<file path="src/hw/pio_regs.svh">
/*
  register offsets, reset values and field limits of the parallel port block.
  assumes an 8-bit register address space with byte-wide registers.
*/
`ifndef PIO_REGS_SVH
`define PIO_REGS_SVH

// ----------------------------------------------------------------------------
// register offsets
// ----------------------------------------------------------------------------
`define PIO_ADDR_P1_LATCH 8'h01
`define PIO_ADDR_P2_LATCH 8'h02
`define PIO_ADDR_P3_LATCH 8'h03
`define PIO_ADDR_P3_DRIVE 8'h04
`define PIO_ADDR_P5_LATCH 8'h05
`define PIO_ADDR_P1_PIN 8'h08
`define PIO_ADDR_P2_PIN 8'h09
`define PIO_ADDR_P3_PIN 8'h0a
`define PIO_ADDR_P5_PIN 8'h0b
`define PIO_ADDR_P1_SEG 8'h29
`define PIO_ADDR_P5_SEG 8'h2a

// ----------------------------------------------------------------------------
// reset values
// ----------------------------------------------------------------------------
`define PIO_RST_P1_LATCH 8'hff
`define PIO_RST_P1_SEG 8'h00
`define PIO_RST_P2_LATCH 3'h7
`define PIO_RST_P3_LATCH 4'hf
`define PIO_RST_P3_DRIVE 4'h0
`define PIO_RST_P5_LATCH 8'hff
`define PIO_RST_P5_SEG 8'h00

// ----------------------------------------------------------------------------
// read filler for bit positions without pins, and unmapped reads
// ----------------------------------------------------------------------------
`define PIO_P2_FILL 5'h00
`define PIO_P3_FILL 4'h0
`define PIO_RD_NONE 8'h00

// ----------------------------------------------------------------------------
// pin sampler layout and idle levels
// ----------------------------------------------------------------------------
`define PIO_NPIN 23
`define PIO_PIN_P1 7:0
`define PIO_PIN_P2 10:8
`define PIO_PIN_P3 14:11
`define PIO_PIN_P5 22:15
`define PIO_RST_P20_LVL 1'b1

`endif

</file>
<file path="src/hw/pio_pkg.sv">
/*
  types shared by the parallel port block.
  assumes nothing beyond a systemverilog compiler.
*/
package pio_pkg;
  typedef logic [7:0] pio_byte_t;
  // three-stage pin sampler state per bit
  typedef logic [2:0] pio_sync_t;
endpackage

</file>
<file path="src/hw/pio_ports.sv">
/*
  parallel i/o ports 1, 2, 3 and 5: output latches, pin-level read paths,
  segment select and drive-type control.
  assumes a cpu register port with one-cycle strobes; cpu_rd_i marks the
  first execution state of a read cycle, cpu_wr_i the second execution state
  of a write cycle. pins are split into input, output and output enable
  (enable low means driven).
*/
`timescale 1ns/1ps

`include "pio_regs.svh"

module pio_ports
  import pio_pkg::*;
(
  // clock and reset
  input wire logic clk_i,
  input wire logic rst_n_i,
  // cpu register port
  input wire logic [7:0] cpu_addr_i,
  input wire logic [7:0] cpu_wdata_i,
  input wire logic cpu_wr_i,
  input wire logic cpu_rd_i,
  output logic [7:0] cpu_rdata_o,
  // system mode
  input wire logic global_output_enable_i,
  input wire logic stop_mode_i,
  input wire logic dual_clock_mode_i,
  // alternate function sources
  input wire logic [7:0] port1_alt_out_i,
  input wire logic [7:0] port1_seg_i,
  input wire logic [7:0] port5_seg_i,
  input wire logic [3:0] port3_alt_out_i,
  // port 1 pins
  input wire logic [7:0] port1_pin_i,
  output logic [7:0] port1_pin_o,
  output logic [7:0] port1_pin_oe_n_o,
  // port 2 pins
  input wire logic [2:0] port2_pin_i,
  output logic [2:0] port2_pin_o,
  output logic [2:0] port2_pin_oe_n_o,
  // port 3 pins
  input wire logic [3:0] port3_pin_i,
  output logic [3:0] port3_pin_o,
  output logic [3:0] port3_pin_oe_n_o,
  // port 5 pins
  input wire logic [7:0] port5_pin_i,
  output logic [7:0] port5_pin_o,
  output logic [7:0] port5_pin_oe_n_o,
  // to the external interrupt and crystal logic
  output logic port2_bit0_level_o,
  output logic port2_bit0_fall_o,
  output logic low_freq_osc_in_o
);

  // --------------------------------------------------------------------------
  // register state
  // --------------------------------------------------------------------------
  pio_byte_t port1_out_latch_r, port1_out_latch_nxt;
  pio_byte_t port1_segment_select_r, port1_segment_select_nxt;
  logic [2:0] port2_out_latch_r, port2_out_latch_nxt;
  logic [3:0] port3_out_latch_r, port3_out_latch_nxt;
  logic [3:0] port3_drive_type_r, port3_drive_type_nxt;
  pio_byte_t port5_out_latch_r, port5_out_latch_nxt;
  pio_byte_t port5_segment_select_r, port5_segment_select_nxt;
  pio_byte_t rdata_r, rdata_nxt;
  logic p20_drv_r, p20_drv_nxt;

  // synchronised pin levels, 23 pins, three stages each
  logic [`PIO_NPIN-1:0] pin_raw;
  logic [`PIO_NPIN-1:0] sync1_r, sync2_r, sync3_r;
  logic [`PIO_NPIN-1:0] sync1_nxt, sync2_nxt, sync3_nxt;
  logic [`PIO_NPIN-1:0] pin_lvl_r, pin_lvl_nxt;

  assign pin_raw = {port5_pin_i, port3_pin_i, port2_pin_i, port1_pin_i};

  // --------------------------------------------------------------------------
  // pin sampler: level accepted once stages two and three agree
  // --------------------------------------------------------------------------
  genvar g;
  generate
    for (g = 0; g < `PIO_NPIN; g++) begin : g_sync
      always_comb begin
        sync1_nxt[g] = pin_raw[g];
        sync2_nxt[g] = sync1_r[g];
        sync3_nxt[g] = sync2_r[g];
        // stages two and three must agree before a change is taken
        pin_lvl_nxt[g] = (sync2_r[g] == sync3_r[g]) ? sync3_r[g] : pin_lvl_r[g];
      end
      always_ff @(posedge clk_i) begin
        sync1_r[g] <= sync1_nxt[g];
        sync2_r[g] <= sync2_nxt[g];
        sync3_r[g] <= sync3_nxt[g];
        pin_lvl_r[g] <= pin_lvl_nxt[g];
      end
    end
  endgenerate

  // unlatched input paths: plain views of the sampled pins
  logic [7:0] p1_lvl, p5_lvl;
  logic [2:0] p2_lvl;
  logic [3:0] p3_lvl;
  assign p1_lvl = pin_lvl_r[`PIO_PIN_P1];
  assign p2_lvl = pin_lvl_r[`PIO_PIN_P2];
  assign p3_lvl = pin_lvl_r[`PIO_PIN_P3];
  assign p5_lvl = pin_lvl_r[`PIO_PIN_P5];

  // --------------------------------------------------------------------------
  // address decode, shared by the write groups
  // --------------------------------------------------------------------------
  logic hit_p1_latch, hit_p1_seg, hit_p2_latch, hit_p3_latch, hit_p3_drive;
  logic hit_p5_latch, hit_p5_seg;
  always_comb begin
    hit_p1_latch = (cpu_addr_i == `PIO_ADDR_P1_LATCH);
    hit_p1_seg = (cpu_addr_i == `PIO_ADDR_P1_SEG);
    hit_p2_latch = (cpu_addr_i == `PIO_ADDR_P2_LATCH);
    hit_p3_latch = (cpu_addr_i == `PIO_ADDR_P3_LATCH);
    hit_p3_drive = (cpu_addr_i == `PIO_ADDR_P3_DRIVE);
    hit_p5_latch = (cpu_addr_i == `PIO_ADDR_P5_LATCH);
    hit_p5_seg = (cpu_addr_i == `PIO_ADDR_P5_SEG);
  end

  // --------------------------------------------------------------------------
  // port 1 output latch
  // --------------------------------------------------------------------------
  always_comb begin
    port1_out_latch_nxt = port1_out_latch_r;
    if (cpu_wr_i && hit_p1_latch) begin
      port1_out_latch_nxt = cpu_wdata_i;
    end
  end

  always_ff @(posedge clk_i) begin
    if (!rst_n_i) begin
      port1_out_latch_r <= `PIO_RST_P1_LATCH;
    end else begin
      port1_out_latch_r <= port1_out_latch_nxt;
    end
  end

  // --------------------------------------------------------------------------
  // port 1 segment select
  // --------------------------------------------------------------------------
  always_comb begin
    port1_segment_select_nxt = port1_segment_select_r;
    if (cpu_wr_i && hit_p1_seg) begin
      port1_segment_select_nxt = cpu_wdata_i;
    end
  end

  always_ff @(posedge clk_i) begin
    if (!rst_n_i) begin
      port1_segment_select_r <= `PIO_RST_P1_SEG;
    end else begin
      port1_segment_select_r <= port1_segment_select_nxt;
    end
  end

  // --------------------------------------------------------------------------
  // port 2 output latch
  // --------------------------------------------------------------------------
  always_comb begin
    port2_out_latch_nxt = port2_out_latch_r;
    if (cpu_wr_i && hit_p2_latch) begin
      port2_out_latch_nxt = cpu_wdata_i[2:0];
    end
  end

  always_ff @(posedge clk_i) begin
    if (!rst_n_i) begin
      port2_out_latch_r <= `PIO_RST_P2_LATCH;
    end else begin
      port2_out_latch_r <= port2_out_latch_nxt;
    end
  end

  // --------------------------------------------------------------------------
  // port 3 output latch and drive type
  // --------------------------------------------------------------------------
  always_comb begin
    port3_out_latch_nxt = port3_out_latch_r;
    port3_drive_type_nxt = port3_drive_type_r;
    if (cpu_wr_i && hit_p3_latch) begin
      port3_out_latch_nxt = cpu_wdata_i[3:0];
    end
    if (cpu_wr_i && hit_p3_drive) begin
      port3_drive_type_nxt = cpu_wdata_i[3:0];
    end
  end

  always_ff @(posedge clk_i) begin
    if (!rst_n_i) begin
      port3_out_latch_r <= `PIO_RST_P3_LATCH;
      port3_drive_type_r <= `PIO_RST_P3_DRIVE;
    end else begin
      port3_out_latch_r <= port3_out_latch_nxt;
      port3_drive_type_r <= port3_drive_type_nxt;
    end
  end

  // --------------------------------------------------------------------------
  // port 5 output latch
  // --------------------------------------------------------------------------
  always_comb begin
    port5_out_latch_nxt = port5_out_latch_r;
    if (cpu_wr_i && hit_p5_latch) begin
      port5_out_latch_nxt = cpu_wdata_i;
    end
  end

  always_ff @(posedge clk_i) begin
    if (!rst_n_i) begin
      port5_out_latch_r <= `PIO_RST_P5_LATCH;
    end else begin
      port5_out_latch_r <= port5_out_latch_nxt;
    end
  end

  // --------------------------------------------------------------------------
  // port 5 segment select
  // --------------------------------------------------------------------------
  always_comb begin
    port5_segment_select_nxt = port5_segment_select_r;
    if (cpu_wr_i && hit_p5_seg) begin
      port5_segment_select_nxt = cpu_wdata_i;
    end
  end

  always_ff @(posedge clk_i) begin
    if (!rst_n_i) begin
      port5_segment_select_r <= `PIO_RST_P5_SEG;
    end else begin
      port5_segment_select_r <= port5_segment_select_nxt;
    end
  end

  // --------------------------------------------------------------------------
  // register reads
  // --------------------------------------------------------------------------
  // bit positions without pins read as the filler value
  pio_byte_t p2_latch_rd, p2_pin_rd, p3_latch_rd, p3_drive_rd, p3_pin_rd;
  assign p2_latch_rd = {`PIO_P2_FILL, port2_out_latch_r};
  assign p2_pin_rd = {`PIO_P2_FILL, p2_lvl};
  assign p3_latch_rd = {`PIO_P3_FILL, port3_out_latch_r};
  assign p3_drive_rd = {`PIO_P3_FILL, port3_drive_type_r};
  assign p3_pin_rd = {`PIO_P3_FILL, p3_lvl};

  always_comb begin
    rdata_nxt = `PIO_RD_NONE;
    if (cpu_rd_i) begin
      case (cpu_addr_i)
        `PIO_ADDR_P1_LATCH: rdata_nxt = port1_out_latch_r;
        `PIO_ADDR_P1_SEG: rdata_nxt = port1_segment_select_r;
        `PIO_ADDR_P2_LATCH: rdata_nxt = p2_latch_rd;
        `PIO_ADDR_P3_LATCH: rdata_nxt = p3_latch_rd;
        `PIO_ADDR_P3_DRIVE: rdata_nxt = p3_drive_rd;
        `PIO_ADDR_P5_LATCH: rdata_nxt = port5_out_latch_r;
        `PIO_ADDR_P5_SEG: rdata_nxt = port5_segment_select_r;
        // segment bits read the sampled pad, which is not meaningful
        `PIO_ADDR_P1_PIN: rdata_nxt = p1_lvl;
        `PIO_ADDR_P2_PIN: rdata_nxt = p2_pin_rd;
        `PIO_ADDR_P3_PIN: rdata_nxt = p3_pin_rd;
        `PIO_ADDR_P5_PIN: rdata_nxt = p5_lvl;
        default: rdata_nxt = `PIO_RD_NONE;
      endcase
    end
  end

  always_ff @(posedge clk_i) begin
    if (!rst_n_i) begin
      rdata_r <= `PIO_RD_NONE;
    end else begin
      rdata_r <= rdata_nxt;
    end
  end

  assign cpu_rdata_o = rdata_r;

  // --------------------------------------------------------------------------
  // port 1 and port 5 pin drivers
  // --------------------------------------------------------------------------
  // a latch 1 is a weak high that lets an external source pull the pin
  logic [7:0] p1_val, p5_val;
  logic [3:0] p3_val;
  generate
    for (g = 0; g < 8; g++) begin : g_p15
      always_comb begin
        p1_val[g] = port1_segment_select_r[g] ? port1_seg_i[g]
                  : (port1_out_latch_r[g] & port1_alt_out_i[g]);
        port1_pin_o[g] = p1_val[g];
        port1_pin_oe_n_o[g] = ~(global_output_enable_i &
                                (port1_segment_select_r[g] | ~p1_val[g]));
      end
      always_comb begin
        p5_val[g] = port5_segment_select_r[g] ? port5_seg_i[g]
                  : port5_out_latch_r[g];
        port5_pin_o[g] = p5_val[g];
        port5_pin_oe_n_o[g] = ~(global_output_enable_i &
                                (port5_segment_select_r[g] | ~p5_val[g]));
      end
    end
  endgenerate

  // --------------------------------------------------------------------------
  // port 3 pin drivers
  // --------------------------------------------------------------------------
  generate
    for (g = 0; g < 4; g++) begin : g_p3
      always_comb begin
        p3_val[g] = port3_out_latch_r[g] & port3_alt_out_i[g];
        port3_pin_o[g] = p3_val[g];
        // open drain drives only a low; push-pull drives both levels
        port3_pin_oe_n_o[g] = ~(global_output_enable_i &
                                (port3_drive_type_r[g] | ~p3_val[g]));
      end
    end
  endgenerate

  // --------------------------------------------------------------------------
  // port 2 pin drivers
  // --------------------------------------------------------------------------
  // the stop pin floats in stop mode whatever the output enable says
  always_comb begin
    port2_pin_o[0] = port2_out_latch_r[0];
    port2_pin_oe_n_o[0] = ~(global_output_enable_i & ~stop_mode_i &
                            ~port2_out_latch_r[0]);
  end

  generate
    for (g = 1; g < 3; g++) begin : g_p2
      always_comb begin
        // crystal pins are released to the oscillator in dual-clock mode
        port2_pin_o[g] = port2_out_latch_r[g];
        port2_pin_oe_n_o[g] = ~(global_output_enable_i & ~dual_clock_mode_i &
                                ~port2_out_latch_r[g]);
      end
    end
  endgenerate

  assign low_freq_osc_in_o = dual_clock_mode_i & p2_lvl[1];

  // --------------------------------------------------------------------------
  // port 2 bit 0 interrupt source: the pad level, so a driven low also fires
  // --------------------------------------------------------------------------
  always_comb begin
    p20_drv_nxt = p2_lvl[0];
  end

  always_ff @(posedge clk_i) begin
    if (!rst_n_i) begin
      p20_drv_r <= `PIO_RST_P20_LVL;
    end else begin
      p20_drv_r <= p20_drv_nxt;
    end
  end

  assign port2_bit0_level_o = p2_lvl[0];
  assign port2_bit0_fall_o = p20_drv_r & ~p2_lvl[0];

endmodule

</file>
<file path="config.mk">
export PLATFORM = sky130hd
export DESIGN_NAME = pio_ports
export DESIGN_NICKNAME = d
export VERILOG_FILES = /design/src/hw/pio_pkg.sv /design/src/hw/pio_ports.sv
export VERILOG_INCLUDE_DIRS = /design/src /design/src/hw
export SDC_FILE = /design/constraint.sdc
export NUM_CORES = 1
export LEC_CHECK = 0
export BUFFER_PORTS_ARGS = -buffer_cell sky130_fd_sc_hd__buf_2
export CORE_MARGIN = 2
export CORE_UTILIZATION = 46
export DETAILED_ROUTE_END_ITERATION = 8
export GPL_TIMING_DRIVEN = 0
export PLACE_DENSITY = 0.74
export SETUP_SLACK_MARGIN = 0.05
export SKIP_LAST_GASP = 1
export SYNTH_ARGS = -nofsm -noshare
export SYNTH_HDL_FRONTEND = slang
export SYNTH_SLANG_ARGS = --single-unit
</file>
<file path="constraint.sdc">
create_clock -name clk_i -period 1.5 [get_ports clk_i]
set_input_delay 0 -clock clk_i [delete_from_list [all_inputs] [get_ports clk_i]]
set_output_delay 0 -clock clk_i [all_outputs]
set_load 0.05 [all_outputs]
</file>
==> results.md, run 1 <==
- CTS tree: done
- Endpoints failing setup: 0
- Number of synthesized register bits: 144
- Fin crit share: 95.1%
- Vias in the first global route: 3946
- Seq/Total Area, Yosys: 60.5%
- Maximum root-to-sink buffer count: 2
- Vias: roughly 4100
- Max-cap viol count: 0
- Synth async-reset ratio: 0%
- Synthesized cell area: 5140 um2
- Worst path slowest cell: nor2_1
- Drt initial violations: between 300 and 400
- Gr usage total: a little over a fifth
- Post-synth top area share: between 40% and 50%
- CP bufs+invs: 2
- Minimum clock period: 1430 ps
- Yosys warning count: 0
- Status: completed
- Dpl ws: -425 ps
- Die area: 12000 um2
- Clock Skews: 8.15 ps
- Most frequent cells in the layout: buf_2 (120), dfxtp_1 (116), nand2_1 (86), nand3_1 (38), dlygate4sd3_1 (33)
- RePlAce Congestion: 0.851
- Critical path peak fanout: 8
- HP Class: in2reg
- Post-route core utilization: 63.7%
- Num CTS Buffers: 17
- Clk sinks: 144
- Met1 usage: 26.3%
- CP cell instances: buf_2 -> or4b_1 -> buf_2 -> nor2_1 -> a32oi_1 -> a31oi_1
- Core area: between 10000 and 15000 um2
- Initial Util: between 40% and 50%
- CP delay by family, top: simple AND/OR/NAND/NOR gates
- Vert. Die Dim: approximately 110 um
- Antenna cell count: 0
- Crit end category: register
- Routed WL per cell: 15.7 um
- Initial antenna violation count: 1
- Leak: approximately 0.0029 uW
- Min Hold Slack: around 40 ps
- GRT Max-Usage Layer: met2
- Cells after Synth: 472
- Area Growth Syn to Fin: 34.8%
- Most used DFF post-synth: dfxtp_1
- Pin count of the biggest net entering global routing: 17
- Tightest Pin Transition: 714 ps
- Rel. slew slack: a little over half
- Input/output buffers: roughly 130
- # IOs: 131
- Mapped Nets: 546
- RSZ-0062 raised after global routing: false
- Clock Pin Slew Worst Setup and Hold Paths: roughly 60 ps
- Residual DRC: 0
- Final Net Count: 728
- Syn_area_per_cell: about 11 um2
- Via density per instance: 5.10
- Post-synth EDFFs: 23
- CP peak stage delay: about 570 ps
- WL final: 12.7 mm
- PD cells: 1260 nW/um2
- CTS root buf: clkbuf_8
- Count of pins over their slew limit: 0
- FP Rows: 38
- Post-synthesis cell type count: 41
- Antenna-violating nets left: 0
- M2 GR Usage: 36.0%
- Post-route cell area: about 6900 um2
- TritonRoute pass-1 iters: 5
- Post-Layout Cell Count: 807
- Placement Cell Area: 5950 um2
- # placed instances: 739
- Leading cell type in the layout, fill and taps excluded: buf_2
- Layout cells sized above 1: ~28%
- Area leader, netlist: dfxtp_1
- Top cells by area, synth: dfxtp_1 (47%), edfxtp_1 (13%), nand2_1 (6.3%)
- Critical path startpoint category: input port
- Clock Latency Late Sink: 510 ps
- DP HPWL: approximately 9 mm
- Worst setup margin: 73.8 ps
- Final hold viol count: 0
- Setup Crit Path Kind: in2reg
- Htree depth: 4
- Die W: ~110 um
- First-pass GRT wire length: 19.4 mm
- Congestion Overflow GR: 0
- Arr. time, crit path: 1830 ps
- Top cell by count, worst path: buf_2
- GRT met3 Usage: about 5.3%
- Fmax: 0.701 GHz
- VDD IR max: 857 uV
- Critical Path RT: 1910 ps
==> cell type report <==
| cell class | instances | area, um2 |
|---|---|---|
| clock buffers | 19 | 432 |
| well taps | 140 | 175 |
| plain buffers | 24 | 106 |
| repair buffers | 163 | 1020 |
| flip-flops and latches | 144 | 3120 |
| fillers | 841 | 3960 |
| inverters | 5 | 18.8 |
| clock inverters | 13 | 128 |
| multi-input cells | 299 | 1930 |
==> worst min-delay path, stage by stage <==
cell     delay [ps]
buf_2           170
nor3_4          110
nand3_1          90
a31oi_1         110
==> routing by layer <==
layer | vias to the layer above | wire [um]
met4 | 0 | 258
li1 | 2024 | -
met3 | 21 | 772
met5 | - | 0
met1 | 1906 | 5510
met2 | 166 | 6140
==> metrics by stage <==
stage | total power [uW] | setup TNS [ps]
global placement | 4810 | -14170
global route | 9070 | 0
floorplan | 4600 | -20.0
finish | 8760 | 0
detailed placement | 4840 | -15160
CTS | 8820 | 0
==> what timing repair did <==
action | 4_1_cts | 5_1_grt
endpoints found under the hold margin | 68 | 0
setup endpoints to repair | 5 | 34
gates resized for setup | 15 | 14
pin swaps | 0 | 1
hold buffers | 33 | 0
buffers inserted | 3 | 0
==> cell families (layout without fill, tap and decap cells) <==
kind of cell	count (synthesis)	after routing	synth area share [%]
and+or+nand+nor	192	192	19.1
DFF	144	144	60.5
AOI/OAI and AO/OA	53	53	7.91
xor gates and xnor gates	23	23	3.92
muxes	31	31	6.15
buffers and inverters	29	224	2.36
==> state kept, by name, indices dropped and copies added, names as in the netlist <==
register / flops
port3_drive_type_r: 4
port1_out_latch_r: 8
sync1_r: 23
port2_bit0_level_o: 1
port5_out_latch_r: 8
port5_segment_select_r: 8
p2_lvl: 2
p3_lvl: 4
port1_segment_select_r: 8
port3_out_latch_r: 4
port2_pin_o: 3
p5_lvl: 8
cpu_rdata_o: 8
sync3_r: 23
p20_drv_r: 1
sync2_r: 23
p1_lvl: 8
==> report_power, final <==
part | internal [uW] | leakage, uW | switching [uW]
sequential | 4090 | 0.00123 | 66.8
clock | 2280 | 0.000275 | 1650
combinational | 275 | 0.00137 | 402
total | 6640 | 0.00287 | 2120
==> path summary, 6_finish.rpt <==
check	end	slack, ps	cells past startpoint	start
setup / recovery	cpu_rdata_o[3]$_SDFF_PN0_	70	6	cpu_addr_i[3]
hold / removal	cpu_rdata_o[3]$_SDFF_PN0_	40	4	cpu_addr_i[5]
setup reg to reg	cpu_rdata_o[3]$_SDFF_PN0_	100	4	port3_drive_type_r[3]$_SDFFE_PN0P_
hold reg to reg	sync2_r[21]$_DFF_P_	320	0	sync1_r[21]$_DFF_P_
==> Yosys cell counts (all sizes together), types with 5 or more instances <==
master    n
dfxtp   121
nand2    86
nand3    38
mux2i    26
edfxtp   23
xnor2    23
clkbuf   21
nor2b    20
a22o     16
nand2b   10
nand3b    9
o21ai     6
a21oi     5
a32oi     5
inv       5
mux2      5
nand4     5
Note: power is estimated with default switching activity, not from simulation.
==> run 2: changes to the inputs <==
--- a/config.mk
+++ b/config.mk
@@ -8,5 +8,5 @@
 export LEC_CHECK = 0
 export BUFFER_PORTS_ARGS = -buffer_cell sky130_fd_sc_hd__buf_2
-export CORE_MARGIN = 2
+export CORE_MARGIN = 1
 export CORE_UTILIZATION = 46
 export DETAILED_ROUTE_END_ITERATION = 8
==> constraint.sdc (replaced) <==
create_clock -name clk_i -period 1.5 [get_ports clk_i]
set_input_delay 0.075 -clock clk_i [delete_from_list [all_inputs] [get_ports clk_i]]
set_output_delay 0.075 -clock clk_i [all_outputs]
set_load 0.05 [all_outputs]
==> run 2 against run 1 <==
Flip-flop and latch count unchanged; via count increased by 1.7%; non-clock buffer count increased by 3; first-iteration DRC count decreased by 9.6%; die area decreased by 3.6%; clock power increased by 3%; final cell count increased by 0.37%.
==> results.md, run 2 (synthesis gave the netlist of run 1 again) <==
- Num CTS Buffers: 17 (unchanged)
- DP HPWL: 8.80 mm (-2.2%)
- Fill cell count: 846 (+0.59%)
- Area Growth Syn to Fin: 38.0%
- Input/output buffers: 127 (unchanged)
- VDD IR max: 1200 uV (+40%)
- Dpl ws: -544 ps (-118 ps)
- Initial Util: 47.2% (unchanged)
- Vias: 4185 (+1.7%)
- Antenna-violating nets left: 0 (unchanged)
- Arr. time, crit path: 1380 ps (-450 ps)
- Clock Pin Slew Worst Setup and Hold Paths: 60 ps (about the same)
- Max-cap viol count: 0 (unchanged)
- PD cells: 1250 nW/um2 (-0.99%)
- Maximum root-to-sink buffer count: 2 (unchanged)
- CP peak stage delay: 370 ps (-200 ps)
- Gr usage total: 22.3% (+0.87 points)
- Core area: 10900 um2 (unchanged)
- Final Net Count: 731 (+0.41%)
- Residual DRC: 0 (unchanged)
- FP Rows: 38 (unchanged)
- RePlAce Congestion: 0.859 (+0.94%)
- Vias in the first global route: 3988 (+1.1%)
- Post-Layout Cell Count: 810 (+0.37%)
- CTS root buf: clkbuf_8
- Placement Cell Area: 5960 um2 (about the same)
- Rel. slew slack: 57.2% (+5.0 points)
- Reg2Reg Depth: 4 (unchanged)
- Die W: 108 um (-1.8%)
- Count of pins over their slew limit: 0 (unchanged)
- Congestion Overflow GR: 0 (unchanged)
- Via density per instance: 5.17 (+1.3%)
- Largest regs: sync1_r (23), sync2_r (23), sync3_r (23)
- Minimum clock period: 1450 ps (+27.4 ps)
- TritonRoute pass-1 iters: 5 (unchanged)
- Clk sinks: 144 (unchanged)
- Fmax: 0.688 GHz (-1.9%)
- Critical Path RT: 1420 ps (-490 ps)
- # IOs: 131 (unchanged)
- Status: completed
- Antenna cell count: 0 (unchanged)
- Die area: 11600 um2 (-3.6%)
- Hold depth: 5 (+1)
- First-pass GRT wire length: 19.5 mm (+0.60%)
- Critical path startpoint category: register
- Min Hold Slack: 61.8 ps (+21.3 ps)
- Most frequent cells in the layout: dfxtp_1 (106), buf_2 (93), nand2_1 (86), nand3_1 (38), dlygate4sd3_1 (32)
- Clock Skews: 7.34 ps (-0.808 ps)
- Post-route cell area: 7100 um2 (+2.4%)
- HP Class: in2reg
- Overall Power: 8880 uW (+1.4%)
- Final hold viol count: 0 (unchanged)
- Routed WL per cell: 15.6 um (-0.69%)
- Critical path peak fanout: 2 (-6)
- CTS tree: done
- Layout cells sized above 1: 30.3% (+2.7 points)
- Vert. Die Dim: 108 um (-1.8%)
- Worst setup margin: 46.4 ps (-27.4 ps)
- Crit end category: output port
- Htree depth: 4 (unchanged)
- Initial antenna violation count: 0 (-1)
- WL final: 12.6 mm (-0.32%)
- Leak: 0.00296 uW (+3.1%)
- RSZ-0062 raised after global routing: true
- Drt initial violations: 273 (-9.6%)
- Worst path slowest cell: or3b_4
- Fin crit share: 96.9% (+1.8 points)
- Tightest Pin Transition: 642 ps (-72.2 ps)
- Clock Latency Late Sink: 520 ps (about the same)
- Pin count of the biggest net entering global routing: 17 (unchanged)
- # placed instances: 739 (unchanged)
- Endpoints failing setup: 0 (unchanged)
- Leading cell type in the layout, fill and taps excluded: dfxtp_1
- Setup Crit Path Kind: reg2out
- CP cell instances: or3b_4 -> buf_8
run 2: changes by cell type in the layout (fill, tap and decap cells not counted), sizes merged:
cell | before | now
dlygate4sd3 | 33 | 32
clkbuf | 42 | 51
inv | 11 | 8
clkinv | 5 | 6
buf | 131 | 128
run 2: path summary, 6_finish.rpt:
kind                                       from                        end  slack [ps]
max                 port2_pin_o[2]$_SDFFE_PN1P_        port2_pin_oe_n_o[2]          50
min                               cpu_addr_i[7]  cpu_rdata_o[7]$_SDFF_PN0_          60
max reg2reg  port3_drive_type_r[3]$_SDFFE_PN0P_  cpu_rdata_o[3]$_SDFF_PN0_         140
min reg2reg                 sync1_r[22]$_DFF_P_        sync2_r[22]$_DFF_P_         320
run 2: area by class of cell:
class                   count  area (um2)  share of cell area [%]
flip-flops and latches    144        3130                    44.1
multi-input cells         299        1940                    27.4
repair buffers            166        1140                    16.1
clock buffers              21         482                    6.79
well taps                 140         175                    2.47
plain buffers              24         108                    1.52
clock inverters            11         101                    1.43
inverters                   5        18.8                   0.264
run 2: critical path, delay by kind of cell, from the launching register on:
kind | cells | cell delay (ps)
simple gates | 1 | 370
buf+inv | 1 | 160
flops | 1 | 330
run 2: through the flow:
stage | setup TNS [ps] | util [%]
2_1_floorplan | -838 | -
3_3_place_gp | -17510 | 54.7
3_5_place_dp | -18960 | 54.7
4_1_cts | 0 | 64.0
5_1_grt | 0 | 65.2
6_report | 0 | 65.2
run 2: power breakdown:
group          internal, uW  switching, uW
clock network          2450           1580
logic                   293            401
registers              4090           68.8
total                  6830           2050
run 2: routing by layer:
layer	vias to the layer above	GRT usage, %	wire length, um
met5	-	0	0
met4	0	10.3	221
met3	16	5.33	827
met2	175	37.2	6230
met1	1974	27.2	5360
li1	2020	-	-
run 2: repair_timing:
action | in CTS | in global routing
pin swaps | 2 | 5
hold buffers | 32 | 0
cloned | 0 | 0
buffers inserted | 3 | 4
endpoints found under the setup margin | 23 | 61
gates resized for setup | 32 | 53
hold endpoints to repair | 67 | 0
